--- config.mk ---
export PLATFORM = sky130hd
export DESIGN_NAME = ctsr_top
export DESIGN_NICKNAME = d
export VERILOG_FILES = /design/src/common/ctsr_pkg.sv /design/src/rtl/ctsr_scratch.sv /design/src/rtl/ctsr_top.sv
export VERILOG_INCLUDE_DIRS = /design/src /design/src/common
export SDC_FILE = /design/constraint.sdc
export NUM_CORES = 1
export LEC_CHECK = 0
export ABC_AREA = 1
export BUFFER_PORTS_ARGS = -buffer_cell sky130_fd_sc_hd__buf_4
export CORE_MARGIN = 4
export CORE_UTILIZATION = 55
export CTS_BUF_LIST = sky130_fd_sc_hd__clkbuf_8
export CTS_CLUSTER_DIAMETER = 200
export CTS_CLUSTER_SIZE = 30
export DETAILED_ROUTE_END_ITERATION = 7
export PLACE_DENSITY_LB_ADDON = 0.3
export SETUP_SLACK_MARGIN = 0.4
export SLEW_MARGIN = 25
export SYNTH_ARGS = -nofsm -noshare
export SYNTH_HDL_FRONTEND = slang
export SYNTH_HIERARCHICAL = 1
export SYNTH_SLANG_ARGS = --single-unit
--- constraint.sdc ---
create_clock -name ref_clk -period 4 [get_ports ref_clk]
set_input_delay 0.8 -clock ref_clk [delete_from_list [all_inputs] [get_ports ref_clk]]
set_output_delay 0.8 -clock ref_clk [all_outputs]
set_load 0.05 [all_outputs]
--- src/common/ctsr_cfg.svh ---
`ifndef CTSR_CFG_SVH
`define CTSR_CFG_SVH

// Host I/O port addresses
`define CTSR_PORT_DTCU_IDX_MONO 16'h03b4
`define CTSR_PORT_DTCU_DAT_MONO 16'h03b5
`define CTSR_PORT_DTCU_IDX_COLR 16'h03d4
`define CTSR_PORT_DTCU_DAT_COLR 16'h03d5
`define CTSR_PORT_EXT_IDX 16'h03c4
`define CTSR_PORT_EXT_DAT 16'h03c5

// Register indices
`define CTSR_IDX_TEST 8'h2f
`define CTSR_IDX_LOCK 8'h81
`define CTSR_IDX_SCRATCH_BASE 8'h88
`define CTSR_IDX_SCRATCH_MODE 8'h8e

// Test register fields and reset values
`define CTSR_TEST_VCNT5 7
`define CTSR_TEST_VCNT4 6
`define CTSR_TEST_HCNT5A 5
`define CTSR_TEST_HCNT5B 4
`define CTSR_TEST_FORCE_POL 0
`define CTSR_TEST_WR_MASK 8'hf1
`define CTSR_TEST_RESET 8'h00
`define CTSR_SCRATCH_RESET 8'h00
`define CTSR_BYTE_ZERO 8'h00
`define CTSR_SCRATCH_COUNT 8

`endif

--- src/common/ctsr_pkg.sv ---
package ctsr_pkg;

   typedef struct packed {
      logic rd;
      logic wr;
      logic [15:0] addr;
      logic [7:0] wdata;
   } ctsr_io_req_t;

   typedef struct packed {
      logic vcnt_upper5;
      logic vcnt_upper4;
      logic hcnt_upper5;
   } ctsr_step_t;

   typedef struct packed {
      logic hsync_high;
      logic vsync_high;
   } ctsr_pol_t;

   typedef struct packed {
      logic [7:0] dtcu_idx;
      logic [7:0] ext_idx;
      logic [7:0] test;
      logic [7:0] rdata;
      ctsr_step_t step;
      ctsr_pol_t pol;
   } ctsr_state_t;

endpackage

--- src/rtl/ctsr_scratch.sv ---
`timescale 1ns/1ps
`default_nettype none
`include "ctsr_cfg.svh"

module ctsr_scratch #(
   parameter int DEPTH = `CTSR_SCRATCH_COUNT
) (
   input wire logic ref_clk,
   input wire logic srst,
   input wire logic wr_en,
   input wire logic [$clog2(DEPTH)-1:0] sel,
   input wire logic [7:0] wdata,
   output logic [7:0] rdata
);

   typedef struct packed {
      logic [DEPTH-1:0][7:0] mem;
   } ctsr_scr_state_t;

   ctsr_scr_state_t s_q;
   ctsr_scr_state_t s_d;

   // Plain storage: contents steer no hardware
   always_comb begin
      s_d = s_q;
      if (wr_en) begin
         s_d.mem[sel] = wdata;
      end
   end

   always_ff @(posedge ref_clk) begin
      if (srst) begin
         s_q <= '{mem: {DEPTH{`CTSR_SCRATCH_RESET}}};
      end else begin
         s_q <= s_d;
      end
   end

   assign rdata = s_q.mem[sel];

endmodule

`default_nettype wire

--- src/rtl/ctsr_top.sv ---
`timescale 1ns/1ps
`default_nettype none
`include "ctsr_cfg.svh"

module ctsr_top (
   input wire logic ref_clk,
   input wire logic srst,
   input wire ctsr_pkg::ctsr_io_req_t io_req,
   input wire logic enh_regs_locked,
   input wire ctsr_pkg::ctsr_pol_t misc_pol,
   output logic [7:0] io_rdata,
   output ctsr_pkg::ctsr_step_t cnt_step,
   output ctsr_pkg::ctsr_pol_t sync_pol
);

   ctsr_pkg::ctsr_state_t s_q;
   ctsr_pkg::ctsr_state_t s_d;

   logic [7:0] scr_rdata;
   logic scr_hit;
   logic scr_wr;
   logic ext_dat_wr;
   logic ext_dat_rd;
   logic dtcu_idx_port;
   logic dtcu_dat_port;

   localparam logic [7:0] SCR_BASE = `CTSR_IDX_SCRATCH_BASE;

   // Both mono and colour port pairs decode; the host picks one
   assign dtcu_idx_port = (io_req.addr == `CTSR_PORT_DTCU_IDX_MONO) ||
                          (io_req.addr == `CTSR_PORT_DTCU_IDX_COLR);
   assign dtcu_dat_port = (io_req.addr == `CTSR_PORT_DTCU_DAT_MONO) ||
                          (io_req.addr == `CTSR_PORT_DTCU_DAT_COLR);
   assign ext_dat_wr = io_req.wr && (io_req.addr == `CTSR_PORT_EXT_DAT);
   assign ext_dat_rd = io_req.rd && (io_req.addr == `CTSR_PORT_EXT_DAT);
   assign scr_hit = (s_q.ext_idx[7:3] == SCR_BASE[7:3]);
   assign scr_wr = ext_dat_wr && scr_hit;

   ctsr_scratch #(
      .DEPTH(`CTSR_SCRATCH_COUNT)
   ) u_scratch (
      .ref_clk(ref_clk),
      .srst(srst),
      .wr_en(scr_wr),
      .sel(s_q.ext_idx[2:0]),
      .wdata(io_req.wdata),
      .rdata(scr_rdata)
   );

   always_comb begin
      logic unlocked;
      logic any_rd;
      unlocked = !enh_regs_locked;
      any_rd = io_req.rd;
      s_d = s_q;
      s_d.rdata = `CTSR_BYTE_ZERO;

      if (io_req.wr) begin
         if (dtcu_idx_port) begin
            s_d.dtcu_idx = io_req.wdata;
         end else if (dtcu_dat_port && s_q.dtcu_idx == `CTSR_IDX_TEST) begin
            // Reserved bits never store
            s_d.test = io_req.wdata & `CTSR_TEST_WR_MASK;
         end else if (io_req.addr == `CTSR_PORT_EXT_IDX) begin
            s_d.ext_idx = io_req.wdata;
         end
      end

      // Read data answers one cycle after the strobe; unmapped reads give zero
      if (io_req.rd) begin
         if (dtcu_idx_port) begin
            s_d.rdata = s_q.dtcu_idx;
         end else if (dtcu_dat_port && s_q.dtcu_idx == `CTSR_IDX_TEST) begin
            s_d.rdata = s_q.test;
         end else if (io_req.addr == `CTSR_PORT_EXT_IDX) begin
            s_d.rdata = s_q.ext_idx;
         end else if (ext_dat_rd && s_q.ext_idx == `CTSR_IDX_LOCK) begin
            s_d.rdata = {7'h00, enh_regs_locked};
         end else if (ext_dat_rd && scr_hit) begin
            s_d.rdata = scr_rdata;
         end
      end

      // One step per host read, any port, only while unlocked
      s_d.step.vcnt_upper5 = any_rd && unlocked && s_q.test[`CTSR_TEST_VCNT5];
      s_d.step.vcnt_upper4 = any_rd && unlocked && s_q.test[`CTSR_TEST_VCNT4];
      s_d.step.hcnt_upper5 = any_rd && unlocked &&
                             (s_q.test[`CTSR_TEST_HCNT5A] ||
                              s_q.test[`CTSR_TEST_HCNT5B]);

      // Forcing overrides the misc output setting only while unlocked
      if (unlocked && s_q.test[`CTSR_TEST_FORCE_POL]) begin
         s_d.pol.hsync_high = 1'b1;
         s_d.pol.vsync_high = 1'b1;
      end else begin
         s_d.pol = misc_pol;
      end
   end

   always_ff @(posedge ref_clk) begin
      if (srst) begin
         s_q.dtcu_idx <= `CTSR_BYTE_ZERO;
         s_q.ext_idx <= `CTSR_BYTE_ZERO;
         s_q.test <= `CTSR_TEST_RESET;
         s_q.rdata <= `CTSR_BYTE_ZERO;
         s_q.step <= '0;
         s_q.pol <= '0;
      end else begin
         s_q <= s_d;
      end
   end

   assign io_rdata = s_q.rdata;
   assign cnt_step = s_q.step;
   assign sync_pol = s_q.pol;

endmodule

`default_nettype wire

; Word level (Yosys, flattened, before mapping)
; Cells that the tools add are included.
[op_classes]
n_lt_le_gt_ge = 2
n_eq_ne = 9
muxes = 11
n_reduce_logical = 20
bitwise_logic = 3
[ops]
columns = operator, n
row1 = == test 16 x 10 -> 1 bit (second input constant), 6
row2 = bitwise mux 64 bit, 1
row3 = 2-to-1 mux 8 bit, 7
row4 = binary-select mux 8 bit (select 3 bit), 1
row5 = demux 8 bit (select 3 bit), 1
row6 = logical AND 1 bit, 12
row7 = == test 8 x 6 -> 1 bit (second input constant), 1
row8 = == test 8 bit (second input constant), 1
row9 = == test 5 bit (second input constant), 1
row10 = < comparator 3 x 4 -> 1 bit (second input constant), 1
row11 = AND reduction 4 bit, 1
row12 = >= comparator 3 x 1 -> 1 bit (second input constant), 1
row13 = logical OR 1 bit, 3
row14 = inverter 1 bit, 3
row15 = AND reduction 3 bit, 1
row16 = 2-to-1 mux 2 bit, 1
row17 = AND reduction 2 bit, 1
row18 = OR reduction 2 bit, 1
row19 = zero test 1 bit, 1
[totals]
elab_cells = 62
out_inout_bits = 13
inputBits = 31
regBits = 98

; Logic depth before layout (Yosys ltp)
; Gate-level depths: netlist of the first run.
[depth]
depth_word = 8
mapped_depth = 13
depth_no_buf = 13

; Cells and area by module
; The synthesis of the first run kept the hierarchy.
[by_module_without_submodules]
columns = module, cells_per_inst, seq_area_each_um2, area_each_um2, instances
row1 = ctsr_scratch, 481, 1281.2, 2972.9, 1
row2 = ctsr_top, 268, 680.7, 1860.5, 1

; Worst setup path after synthesis of the first run
; OpenSTA, ideal clock, no wires.
[synth_path]
path_kind = input -> register
from = input io_req[18] (netlist name)
to = register u_scratch/s_q[0] (netlist name)
cell_stages = 12
arrival_time_ns = 2.162
n_path_buf = 0
setup_time_ns = 0.116
slack_ns = 1.722
required_ns = 3.884
cell_sequence = inv_1 -> nand2_1 -> nor2_2 -> nand2_4 -> nor2_2 -> inv_2 -> nor4_1 -> inv_1 -> nor2_2 -> nand2_1 -> o21ai_0 -> nor2_1
[synth_via]
elab_chain_cells = 3
[synth_lines]
columns = item, line_no
row1 = "start, declared", ctsr_top.sv:8  ; input wire ctsr_pkg::ctsr_io_req_t io_req,
row2 = == test 16 x 10 -> 1 bit (no line), -
row3 = logical AND 1 bit, ctsr_top.sv:34  ; assign ext_dat_wr = io_req.wr && (io_req.addr == `CTSR_PORT_EXT_DAT);
row4 = logical AND 1 bit, ctsr_top.sv:37  ; assign scr_wr = ext_dat_wr && scr_hit;
row5 = net scr_wr, ctsr_top.sv:21  ; logic scr_wr;
row6 = "end signal, assigned", ctsr_scratch.sv:33  ; s_q <= '{mem: {DEPTH{`CTSR_SCRATCH_RESET}}};
row7 = "end, declared", ctsr_scratch.sv:20  ; ctsr_scr_state_t s_q;
; The timed path passes the listed nets, and every way through them passes these cells.
; A chain may end at the register's enable or synchronous reset.

; Final worst setup path of the first run
[layout_path]
from = input io_req[19] (netlist name)
to = register u_scratch/s_q[22] (netlist name)
; The elaborated chain is that of the path after synthesis.

==> out/summary.txt, run 1 <==
========================================================================================
Clock insertion delay at the later pin of the skew report                        0.36 ns
CTS Root Cell                                                               sky130_fd_sc_hd__clkbuf_8
Leak pwr                                                                         2.47 nW
Final HPWL DP                                                                    8490 µm
Combined global-route utilization of all metal layers                              0.247
Worst slack after detailed placement                                             1.16 ns
Final critical-path share of the clock period                                      0.630
Final design instance area without fill                                         5340 µm²
Destination of the worst register-to-register timing path                    io_rdata[0]
Endpoint class of the critical path                                                 flop
Max-slew violation count                                                               0
Port bufs                                                                             43
Post-Synthesis Cell Area                                                        4830 µm²
Result of the run                                                           complete, no violations
Total Nets Final                                                                     804
Clock Skew                                                                    0.00719 ns
Via density per instance                                                            5.25
Slew at the pin with the worst max-slew slack                                    1.03 ns
Total nets after synthesis                                                           780
Remaining antenna violation count                                                      0
Design Power                                                                     1.79 mW
Max-Cap Viols                                                                          0
Effective utilization at floorplan                                                 0.577
Seq/Total Area, Yosys                                                              0.406
RR Startpoint                                                                    s_q[21]
Hold_ws                                                                         0.476 ns
Mean instance size in the synthesized netlist                                   6.45 µm²
Number of placed instances with taps included                                        867
Die outline area                                                               10400 µm²
Vias                                                                                4631
Count of buffers added by post-CTS timing repair for setup                             0
Antenna violations before repair                                                       0
Number of search-and-repair iterations in the first detailed-routing pass              5
Beginning of the critical path                                                io_req[19]
Row count                                                                             33
Number of antenna cells inserted                                                       0
Worst Setup Path Type                                                             in2reg
Cts-stage hold buffer count                                                            0
Register-to-register setup slack                                                 1.58 ns
Per-cell routed wire length                                                      14.1 µm
Detailed Route Iter0 Violations                                                      353
Data arrival time at the worst-slack endpoint                                    2.82 ns
Final cell count without fillers                                                     882
IO Pins                                                                               44
Number of synthesized register bits                                                   98
DRC violation count after routing                                                      0
Post-CTS Resized                                                                       0
Cell area power density                                                       335 nW/µm²
Grt ovf                                                                                0
Number of clock sinks                                                                 98
Area of the core region                                                         8380 µm²
Rel. slew slack                                                                    0.314
Via count of the first global-routing pass                                          4092
Setup repair after global routing missed its margin                                false
Number of H-tree levels                                                                3
First-pass GRT wire length                                                      20300 µm
Die Height                                                                        102 µm
TritonCTS clock tree                                                                 yes
Routability Congestion                                                             0.905
Minimum setup slack in the final design                                          1.48 ns
Total count of hold-check failures in the final report                                 0
CP Max Fanout                                                                          9
Area growth from synthesis to layout                                               10.5%
Distinct cells, synth                                                                 25
Ratio of cells with drive above 1 in the final layout                              0.135
Sum Neg Setup Slack                                                                 0 ns
Count of endpoints failing setup in the final report                                   0
Endpoint of the worst setup timing path                                     u_scratch/s_q[22]
Final design utilization                                                           0.637
Fmax                                                                             397 MHz
Post-place instance area                                                        5110 µm²
Max Root-Sink Buffers                                                                  2
Final period demand of the worst path                                            2.52 ns
Post-Synthesis Cells                                                                 749
Worst supply voltage drop on vdd                                                  213 µV
Yosys warning count                                                                    6
HP Class                                                                         reg2reg
Clock buffers created by TritonCTS                                                     9
Chip Width                                                                        102 µm
Worst Reg2Reg Path Length in Cells                                                    12
Worst Path Required                                                              4.30 ns
Register clock-pin slew on the reported worst setup and hold paths               0.09 ns
Total detailed-routing wirelength                                               12400 µm
Largest net degree at the start of global routing                                     65
Startpoint types                                                            primary input
========================================================================================
## layer usage
metal / share of wire / track usage / up-vias
li1: - / - / 2339
met1: 0.46 / 0.360 / 2076
met2: 0.46 / 0.379 / 187
met3: 0.065 / 0.0365 / 29
met4: 0.019 / 0.0757 / 0
met5: 0 / 0 / -
## cell families after synthesis
family                 synth area share
buffers and inverters             0.112
AO/OA/AOI/OAI                    0.0984
flip-flops                        0.406
AND/OR/NAND/NOR                   0.383
## registers in the layout, summed over array words and instances (netlist names)
signal / cells
cnt_step: 3
s_q: 21
io_rdata: 8
sync_pol: 2
u_scratch/s_q: 64
## power breakdown
part	internal [mW]	switching, mW	leakage [nW]
sequential	0.976	0.000276	0.789
combinational	0.0320	0.0617	1.57
clock	0.383	0.336	0.108
total	1.39	0.398	2.47
## synth_stat cells
cell type / number / area (µm²)
sky130_fd_sc_hd__nor2_4: 4 / 45.0
sky130_fd_sc_hd__inv_1: 82 / 308
sky130_fd_sc_hd__or2_2: 1 / 6.26
sky130_fd_sc_hd__nor2_1: 154 / 578
sky130_fd_sc_hd__nor2_2: 10 / 62.6
sky130_fd_sc_hd__nand2_2: 4 / 25.0
sky130_fd_sc_hd__buf_4: 14 / 105
sky130_fd_sc_hd__nor3_1: 1 / 5.00
sky130_fd_sc_hd__clkbuf_1: 11 / 41.3
sky130_fd_sc_hd__a21oi_1: 18 / 90.1
sky130_fd_sc_hd__nand4_1: 10 / 62.6
sky130_fd_sc_hd__nand3_1: 29 / 145
sky130_fd_sc_hd__buf_6: 1 / 11.3
sky130_fd_sc_hd__nand3b_1: 1 / 7.51
sky130_fd_sc_hd__nor4_1: 1 / 6.26
sky130_fd_sc_hd__nand2_4: 2 / 22.5
sky130_fd_sc_hd__and2_1: 1 / 6.26
sky130_fd_sc_hd__nor3_2: 8 / 80.1
sky130_fd_sc_hd__nor2_8: 2 / 40.0
sky130_fd_sc_hd__o21ai_0: 77 / 385
sky130_fd_sc_hd__nand3_2: 1 / 10.0
sky130_fd_sc_hd__buf_2: 5 / 25.0
sky130_fd_sc_hd__dfxtp_1: 98 / 1960
sky130_fd_sc_hd__nand2_1: 200 / 751
sky130_fd_sc_hd__inv_2: 14 / 52.6
## cells in the final DEF, fill, tap and decap left out, types with 4 or more instances in the layout
cell / count
sky130_fd_sc_hd__nor2_2: 10
sky130_fd_sc_hd__nand2_1: 200
sky130_fd_sc_hd__dfxtp_1: 98
sky130_fd_sc_hd__inv_1: 82
sky130_fd_sc_hd__buf_4: 44
sky130_fd_sc_hd__nand3_1: 29
sky130_fd_sc_hd__a21oi_1: 18
sky130_fd_sc_hd__clkbuf_8: 11
sky130_fd_sc_hd__nor2_4: 4
sky130_fd_sc_hd__inv_2: 14
sky130_fd_sc_hd__nor3_2: 8
sky130_fd_sc_hd__nand2_2: 4
sky130_fd_sc_hd__nor2_1: 154
sky130_fd_sc_hd__o21ai_0: 77
sky130_fd_sc_hd__nand4_1: 10
## worst max-delay path, cell delays in order
cell and delay, ns:
sky130_fd_sc_hd__buf_4 0.11, sky130_fd_sc_hd__inv_1 0.04, sky130_fd_sc_hd__nand2_1 0.05, sky130_fd_sc_hd__nor2_2 0.15, sky130_fd_sc_hd__nand2_4 0.11, sky130_fd_sc_hd__nor2_2 0.16
sky130_fd_sc_hd__inv_2 0.09, sky130_fd_sc_hd__nor4_1 0.30, sky130_fd_sc_hd__inv_1 0.10, sky130_fd_sc_hd__nor2_2 0.28, sky130_fd_sc_hd__nand2_1 0.26, sky130_fd_sc_hd__inv_2 0.20
sky130_fd_sc_hd__nor2_1 0.06, sky130_fd_sc_hd__nor2_1 0.10
## how the worst min path moves through the flow
stage	from	endpoint	slack, ns	cells past startpoint
3_5_place_dp	s_q[19]	cnt_step[1]	0.46	2
3_3_place_gp	s_q[20]	cnt_step[2]	0.45	2
6_report	s_q[20]	cnt_step[2]	0.48	2
2_1_floorplan	s_q[19]	cnt_step[1]	0.43	2
5_1_grt	s_q[20]	cnt_step[2]	0.49	2
4_1_cts	s_q[19]	cnt_step[1]	0.48	2
## final cells by class
class,instances,area [µm²]
fillers,777,3040
multi-input cells,524,2330
inverters,96,360
clock buffers,11,151
well taps,105,131
flip-flops and latches,98,1960
clock inverters,4,75.1
repair buffers,44,330
Note: power is estimated with default switching activity, not from simulation.
==> inputs of run 2 (changes only) <==
clock period = 2.3 ns   (was 4 ns; I/O delays follow)
==> out/summary.txt, run 2 (synthesized netlist as in run 1, its figures left out) <==
========================================================================================
Number of search-and-repair iterations in the first detailed-routing pass              5
Number of placed instances with taps included                                        875
Final period demand of the worst path                                            1.82 ns
Result of the run                                                           complete, no violations
Part of the total power dissipated in combinational logic                          0.053
HP Class                                                                          in2reg
Vias                                                                                4608
Port bufs                                                                             43
Via count of the first global-routing pass                                          4104
Die outline area                                                               10400 µm²
Final critical-path share of the clock period                                      0.791
Flop pwr share                                                                     0.540
Register name with the most flops                                           u_scratch/s_q
CTS Root Cell                                                               sky130_fd_sc_hd__clkbuf_8
Final cell count without fillers                                                     891
Antenna violations before repair                                                       0
IO Pins                                                                               44
CP max-delay cell                                                           sky130_fd_sc_hd__dfxtp_1
Row count                                                                             33
Total Nets Final                                                                     812
Cell area power density                                                       576 nW/µm²
Area growth from synthesis to layout                                               12.9%
Most common cell after layout, fill and taps aside                          sky130_fd_sc_hd__nand2_1
Max-slew violation count                                                               0
Worst Path Required                                                              2.55 ns
Grt ovf                                                                                0
Max-Cap Viols                                                                          0
Proportion of total power due to net switching                                     0.219
GR Layer Usage met1                                                                0.345
Per-cell routed wire length                                                      13.6 µm
Combined global-route utilization of all metal layers                              0.242
Leak pwr                                                                         2.53 nW
TritonCTS clock tree                                                                 yes
Internal                                                                         2.46 mW
Most used cells in the layout excluding fill and tap cells                  sky130_fd_sc_hd__nand2_1 (196), sky130_fd_sc_hd__nor2_1 (154), sky130_fd_sc_hd__dfxtp_1 (98), sky130_fd_sc_hd__inv_1 (80), sky130_fd_sc_hd__o21ai_0 (73)
Largest net degree at the start of global routing                                     65
Total count of hold-check failures in the final report                                 0
Chip Width                                                                        102 µm
Clock insertion delay at the later pin of the skew report                        0.35 ns
Most used routing layer                                                             met2
Number of antenna cells inserted                                                       0
Met3 layer usage reported by global route                                         0.0310
Die Height                                                                        102 µm
Detailed Route Iter0 Violations                                                      244
Clock buffers created by TritonCTS                                                     9
Slew at the pin with the worst max-slew slack                                   0.513 ns
CP Max Fanout                                                                          9
Design Power                                                                     3.14 mW
Final-layout fill cell count                                                         746
Data arrival time at the worst-slack endpoint                                    2.07 ns
Endpoint class of the critical path                                                 flop
Relative contribution of the clock network to total power                          0.407
Max Root-Sink Buffers                                                                  2
Routability Congestion                                                             0.950
Count of endpoints failing setup in the final report                                   0
Crit-path leading delay family                                              simple AND/OR/NAND/NOR gates
Via density per instance                                                            5.17
Footprint of the multi-input gates                                              2360 µm²
Register clock-pin slew on the reported worst setup and hold paths               0.09 ns
RR Startpoint                                                                    s_q[25]
Worst Setup Path Type                                                            reg2reg
Setup repair after global routing missed its margin                                 true
Effective utilization at floorplan                                                 0.577
Storage element area                                                            1960 µm²
Final HPWL DP                                                                    8510 µm
First-pass GRT wire length                                                      19700 µm
Worst supply voltage drop on vdd                                                  367 µV
Buffers & Inverters on Critical Path                                                   1
Sum Neg Setup Slack                                                                 0 ns
Global routing usage on met2                                                       0.385
Cts-stage hold buffer count                                                            0
Number of flip-flops in the largest register                                          64
Fmax                                                                             550 MHz
Max incr delay on CP                                                             0.35 ns
Rel. slew slack                                                                    0.658
Number of H-tree levels                                                                3
Start point of the worst hold path                                           misc_pol[0]
Total net switching power                                                         689 µW
Ratio of cells with drive above 1 in the final layout                              0.154
Area of the core region                                                         8380 µm²
Remaining antenna violation count                                                      0
Beginning of the critical path                                                   s_q[25]
Clock Skew                                                                    0.00848 ns
DRC violation count after routing                                                      0
Number of clock sinks                                                                 98
List of cells traversed by the critical path                                nor2_1 > nand3b_1 > nor4_4 > inv_1 > nor2_4 > nand2_2 > o21ai_0 > nor2_1
Most used cell along the critical path                                      sky130_fd_sc_hd__nor2_1
Startpoint types                                                                    flop
Total detailed-routing wirelength                                               12100 µm
========================================================================================
==> run 2: cell types whose count changed in the layout (fill, tap and decap cells not counted), sizes merged <==
cell / delta
clkinvlp: -1
clkbuf: +1
clkinv: +1
buf: +8
==> run 2: cell type report <==
type	instances	area share
Clock buffer	12	0.0303
Multi-Input combinational cell	524	0.432
Sequential cell	98	0.360
Timing Repair Buffer	52	0.0716
Inverter	96	0.0688
Tap cell	105	0.0241
Clock inverter	4	0.0133
==> run 2: worst min-delay path: stages <==
cell	delay (ns)
sky130_fd_sc_hd__buf_4	0.11
sky130_fd_sc_hd__inv_1	0.04
sky130_fd_sc_hd__a21oi_1	0.05
==> run 2: through the flow <==
step	cell area [µm²]	worst slack (ns)	util	hold WS, ns
global route	5460	0.328	0.651	0.355
finish	5460	0.481	0.651	0.348
global placement	5180	0.115	0.618	0.454
floorplan	4840	0.433	-	0.431
CTS	5420	0.388	0.646	0.343
detailed placement	5180	0.0193	0.618	0.461
==> run 2: power by group through the flow <==
stage / logic, mW / clock network (mW) / registers [mW]
floorplan: 0.0753 / 0 / 1.74
global placement: 0.161 / 0 / 1.74
detailed placement: 0.163 / 0 / 1.74
CTS: 0.164 / 1.28 / 1.70
global route: 0.182 / 1.37 / 1.70
finish: 0.167 / 1.28 / 1.70
==> run 2: timing repair <==
action / 4_1_cts / 5_1_grt
gates resized for setup: 0 / 18
cloned: 0 / 0
setup buffers: 0 / 0
pin swaps: 0 / 0
setup endpoints to repair: 8 / 64
endpoints found under the hold margin: 0 / 0
==> run 2: path summary, 6_finish.rpt <==
check / endpoint / slack [ns] / cells after the start
hold / removal: sync_pol[0] / 0.35 / 3
hold reg to reg: cnt_step[2] / 0.48 / 2
setup reg to reg: u_scratch/s_q[35] / 0.48 / 8
setup / recovery: u_scratch/s_q[35] / 0.48 / 8
==> run 2: per-layer routing <==
layer	share of wire	wire length [µm]
met1	0.46	5540
met2	0.47	5660
met3	0.062	752
met4	0.015	176
met5	0	0
==> inputs of run 3 (changes only) <==
clock period = 1.72 ns   (was 2.3 ns; I/O delays follow)
==> out/summary.txt, run 3 (synthesized netlist as in run 1, its figures left out) <==
========================================================================================
Die outline area                                                               10400 µm²
Cell area power density                                                       626 nW/µm²
Total Nets Final                                                                     855
Worst Setup Path Type                                                            reg2reg
Port bufs                                                                             43
Total detailed-routing wirelength                                               15700 µm
CP Max Fanout                                                                          6
Final cell count without fillers                                                     933
Chip Width                                                                        102 µm
Cell depth of the worst min-delay path                                                 3
Clock Skew                                                                    0.00933 ns
Die Height                                                                        102 µm
Clock insertion delay at the later pin of the skew report                        0.36 ns
Effective utilization at floorplan                                                 0.577
Remaining antenna violation count                                                      0
Register name with the most flops                                           u_scratch/s_q
Largest net degree at the start of global routing                                     65
Antenna violations before repair                                                       0
Via count of the first global-routing pass                                          4638
Storage element area                                                            1980 µm²
Crit-path leading delay family                                              simple AND/OR/NAND/NOR gates
Endpoint of the worst hold-timing path                                       sync_pol[0]
Leak pwr                                                                         2.96 nW
Max-slew violation count                                                               0
Worst supply voltage drop on vdd                                                  504 µV
Footprint of the multi-input gates                                              2870 µm²
Routability Congestion                                                             0.933
Startpoint types                                                                    flop
Number of placed instances with taps included                                        885
Area growth from synthesis to layout                                               34.1%
Number of clock sinks                                                                 98
Vias                                                                                5288
Grt ovf                                                                                0
Clock buffers created by TritonCTS                                                     9
Final critical-path share of the clock period                                       1.05
IO Pins                                                                               44
Result of the run                                                           finished with violations
CTS Root Cell                                                               sky130_fd_sc_hd__clkbuf_8
Row count                                                                             33
Worst Reg2Reg Path Length in Cells                                                    10
Final design utilization                                                           0.773
Fmax                                                                             554 MHz
Area of the core region                                                         8380 µm²
Ratio of cells with drive above 1 in the final layout                              0.315
Count of endpoints failing setup in the final report                                  40
Detailed Route Iter0 Violations                                                      616
Worst Path Required                                                              1.98 ns
Minimum setup slack in the final design                                       -0.0859 ns
HP Class                                                                          in2reg
DRC violation count after routing                                                      0
Most used cell along the critical path                                      sky130_fd_sc_hd__nor2_4
Combined global-route utilization of all metal layers                              0.270
Number of search-and-repair iterations in the first detailed-routing pass              6
Start point of the worst hold path                                           misc_pol[0]
Max incr delay on CP                                                             0.35 ns
Number of flip-flops in the largest register                                          64
Buffers & Inverters on Critical Path                                                   3
Violated checks                                                             setup timing
Most used cells in the layout excluding fill and tap cells                  sky130_fd_sc_hd__nand2_1 (180), sky130_fd_sc_hd__nor2_1 (131), sky130_fd_sc_hd__dfxtp_1 (88), sky130_fd_sc_hd__inv_1 (65), sky130_fd_sc_hd__buf_4 (62)
Destination of the worst register-to-register timing path                   u_scratch/s_q[20]
RR Startpoint                                                                    s_q[25]
Max-Cap Viols                                                                          0
First-pass GRT wire length                                                      22000 µm
Final-layout fill cell count                                                         591
Via density per instance                                                            5.67
Final period demand of the worst path                                            1.81 ns
List of cells traversed by the critical path                                nor2_4 > nand3b_1 > nor4_4 > inv_2 > nor2_4 > buf_12 > buf_6 > nand2_4 > o21ai_0 > nor2_1
Rel. slew slack                                                                    0.401
Most common cell after layout, fill and taps aside                          sky130_fd_sc_hd__nand2_1
Final HPWL DP                                                                    9180 µm
Register clock-pin slew on the reported worst setup and hold paths               0.09 ns
Slew at the pin with the worst max-slew slack                                   0.895 ns
Number of H-tree levels                                                                3
Max Root-Sink Buffers                                                                  2
Setup repair after global routing missed its margin                                 true
Data arrival time at the worst-slack endpoint                                    2.06 ns
CP max-delay cell                                                           sky130_fd_sc_hd__dfxtp_2
Endpoint class of the critical path                                                 flop
Register-to-register setup slack                                                -0.09 ns
TritonCTS clock tree                                                                 yes
Per-cell routed wire length                                                      16.9 µm
Cts-stage hold buffer count                                                            0
Number of antenna cells inserted                                                       0
Total count of hold-check failures in the final report                                 0
========================================================================================
-- run 3: through the flow --
step                setup TNS [ns]  total power, mW  worst slack (ns)  instance area (µm²)  hold WS, ns
global placement            -17.19             2.57            -0.312                 5380        0.456
finish                       -1.39             4.06           -0.0859                 6480        0.223
floorplan                        0             2.44            0.0490                 4960        0.431
detailed placement          -22.68             2.58            -0.424                 5380        0.459
global route                 -4.70             4.19            -0.132                 6480        0.232
CTS                              0             4.03            0.0641                 5900        0.222
-- run 3: power breakdown --
| group | internal, mW | total [mW] | switching (mW) |
|---|---|---|---|
| Combinational | 0.111 | 0.305 | 0.195 |
| Sequential | 2.27 | 2.27 | 0.000583 |
| Clock | 0.699 | 1.49 | 0.788 |
-- run 3: final cells by class --
| type | instances | area share |
|---|---|---|
| clock buffer | 10 | 0.0212 |
| clock inverter | 5 | 0.00869 |
| sequential | 98 | 0.305 |
| multi-input combinational | 532 | 0.443 |
| inverter | 96 | 0.0741 |
| tap | 105 | 0.0203 |
| timing repair buffer | 87 | 0.127 |
-- run 3: repair_timing --
action | in CTS | in global routing
setup buffers | 12 | 12
cloned | 2 | 7
gates resized for setup | 73 | 131
pin swaps | 17 | 40
setup endpoints to repair | 78 | 93
-- run 3: layer usage --
layer | part of all wire | global-route usage
met5 | 0 | 0
met3 | 0.090 | 0.0489
met4 | 0.054 | 0.134
met2 | 0.47 | 0.443
met1 | 0.38 | 0.342
-- run 3: worst max path at each step --
stage	startpoint	to	slack, ns	cells after the start
2_1_floorplan	io_req[12]	u_scratch/s_q[16]	0.05	12
3_3_place_gp	io_req[9]	u_scratch/s_q[37]	-0.31	14
3_5_place_dp	io_req[12]	u_scratch/s_q[53]	-0.42	13
4_1_cts	io_req[22]	u_scratch/s_q[18]	0.06	13
5_1_grt	s_q[25]	u_scratch/s_q[20]	-0.13	10
6_report	s_q[25]	u_scratch/s_q[20]	-0.09	10
-- run 3: worst min-delay path, delay by kind of cell --
kind,cells,cell delay [ns]
compound gates,1,0.05
buf+inv,2,0.15
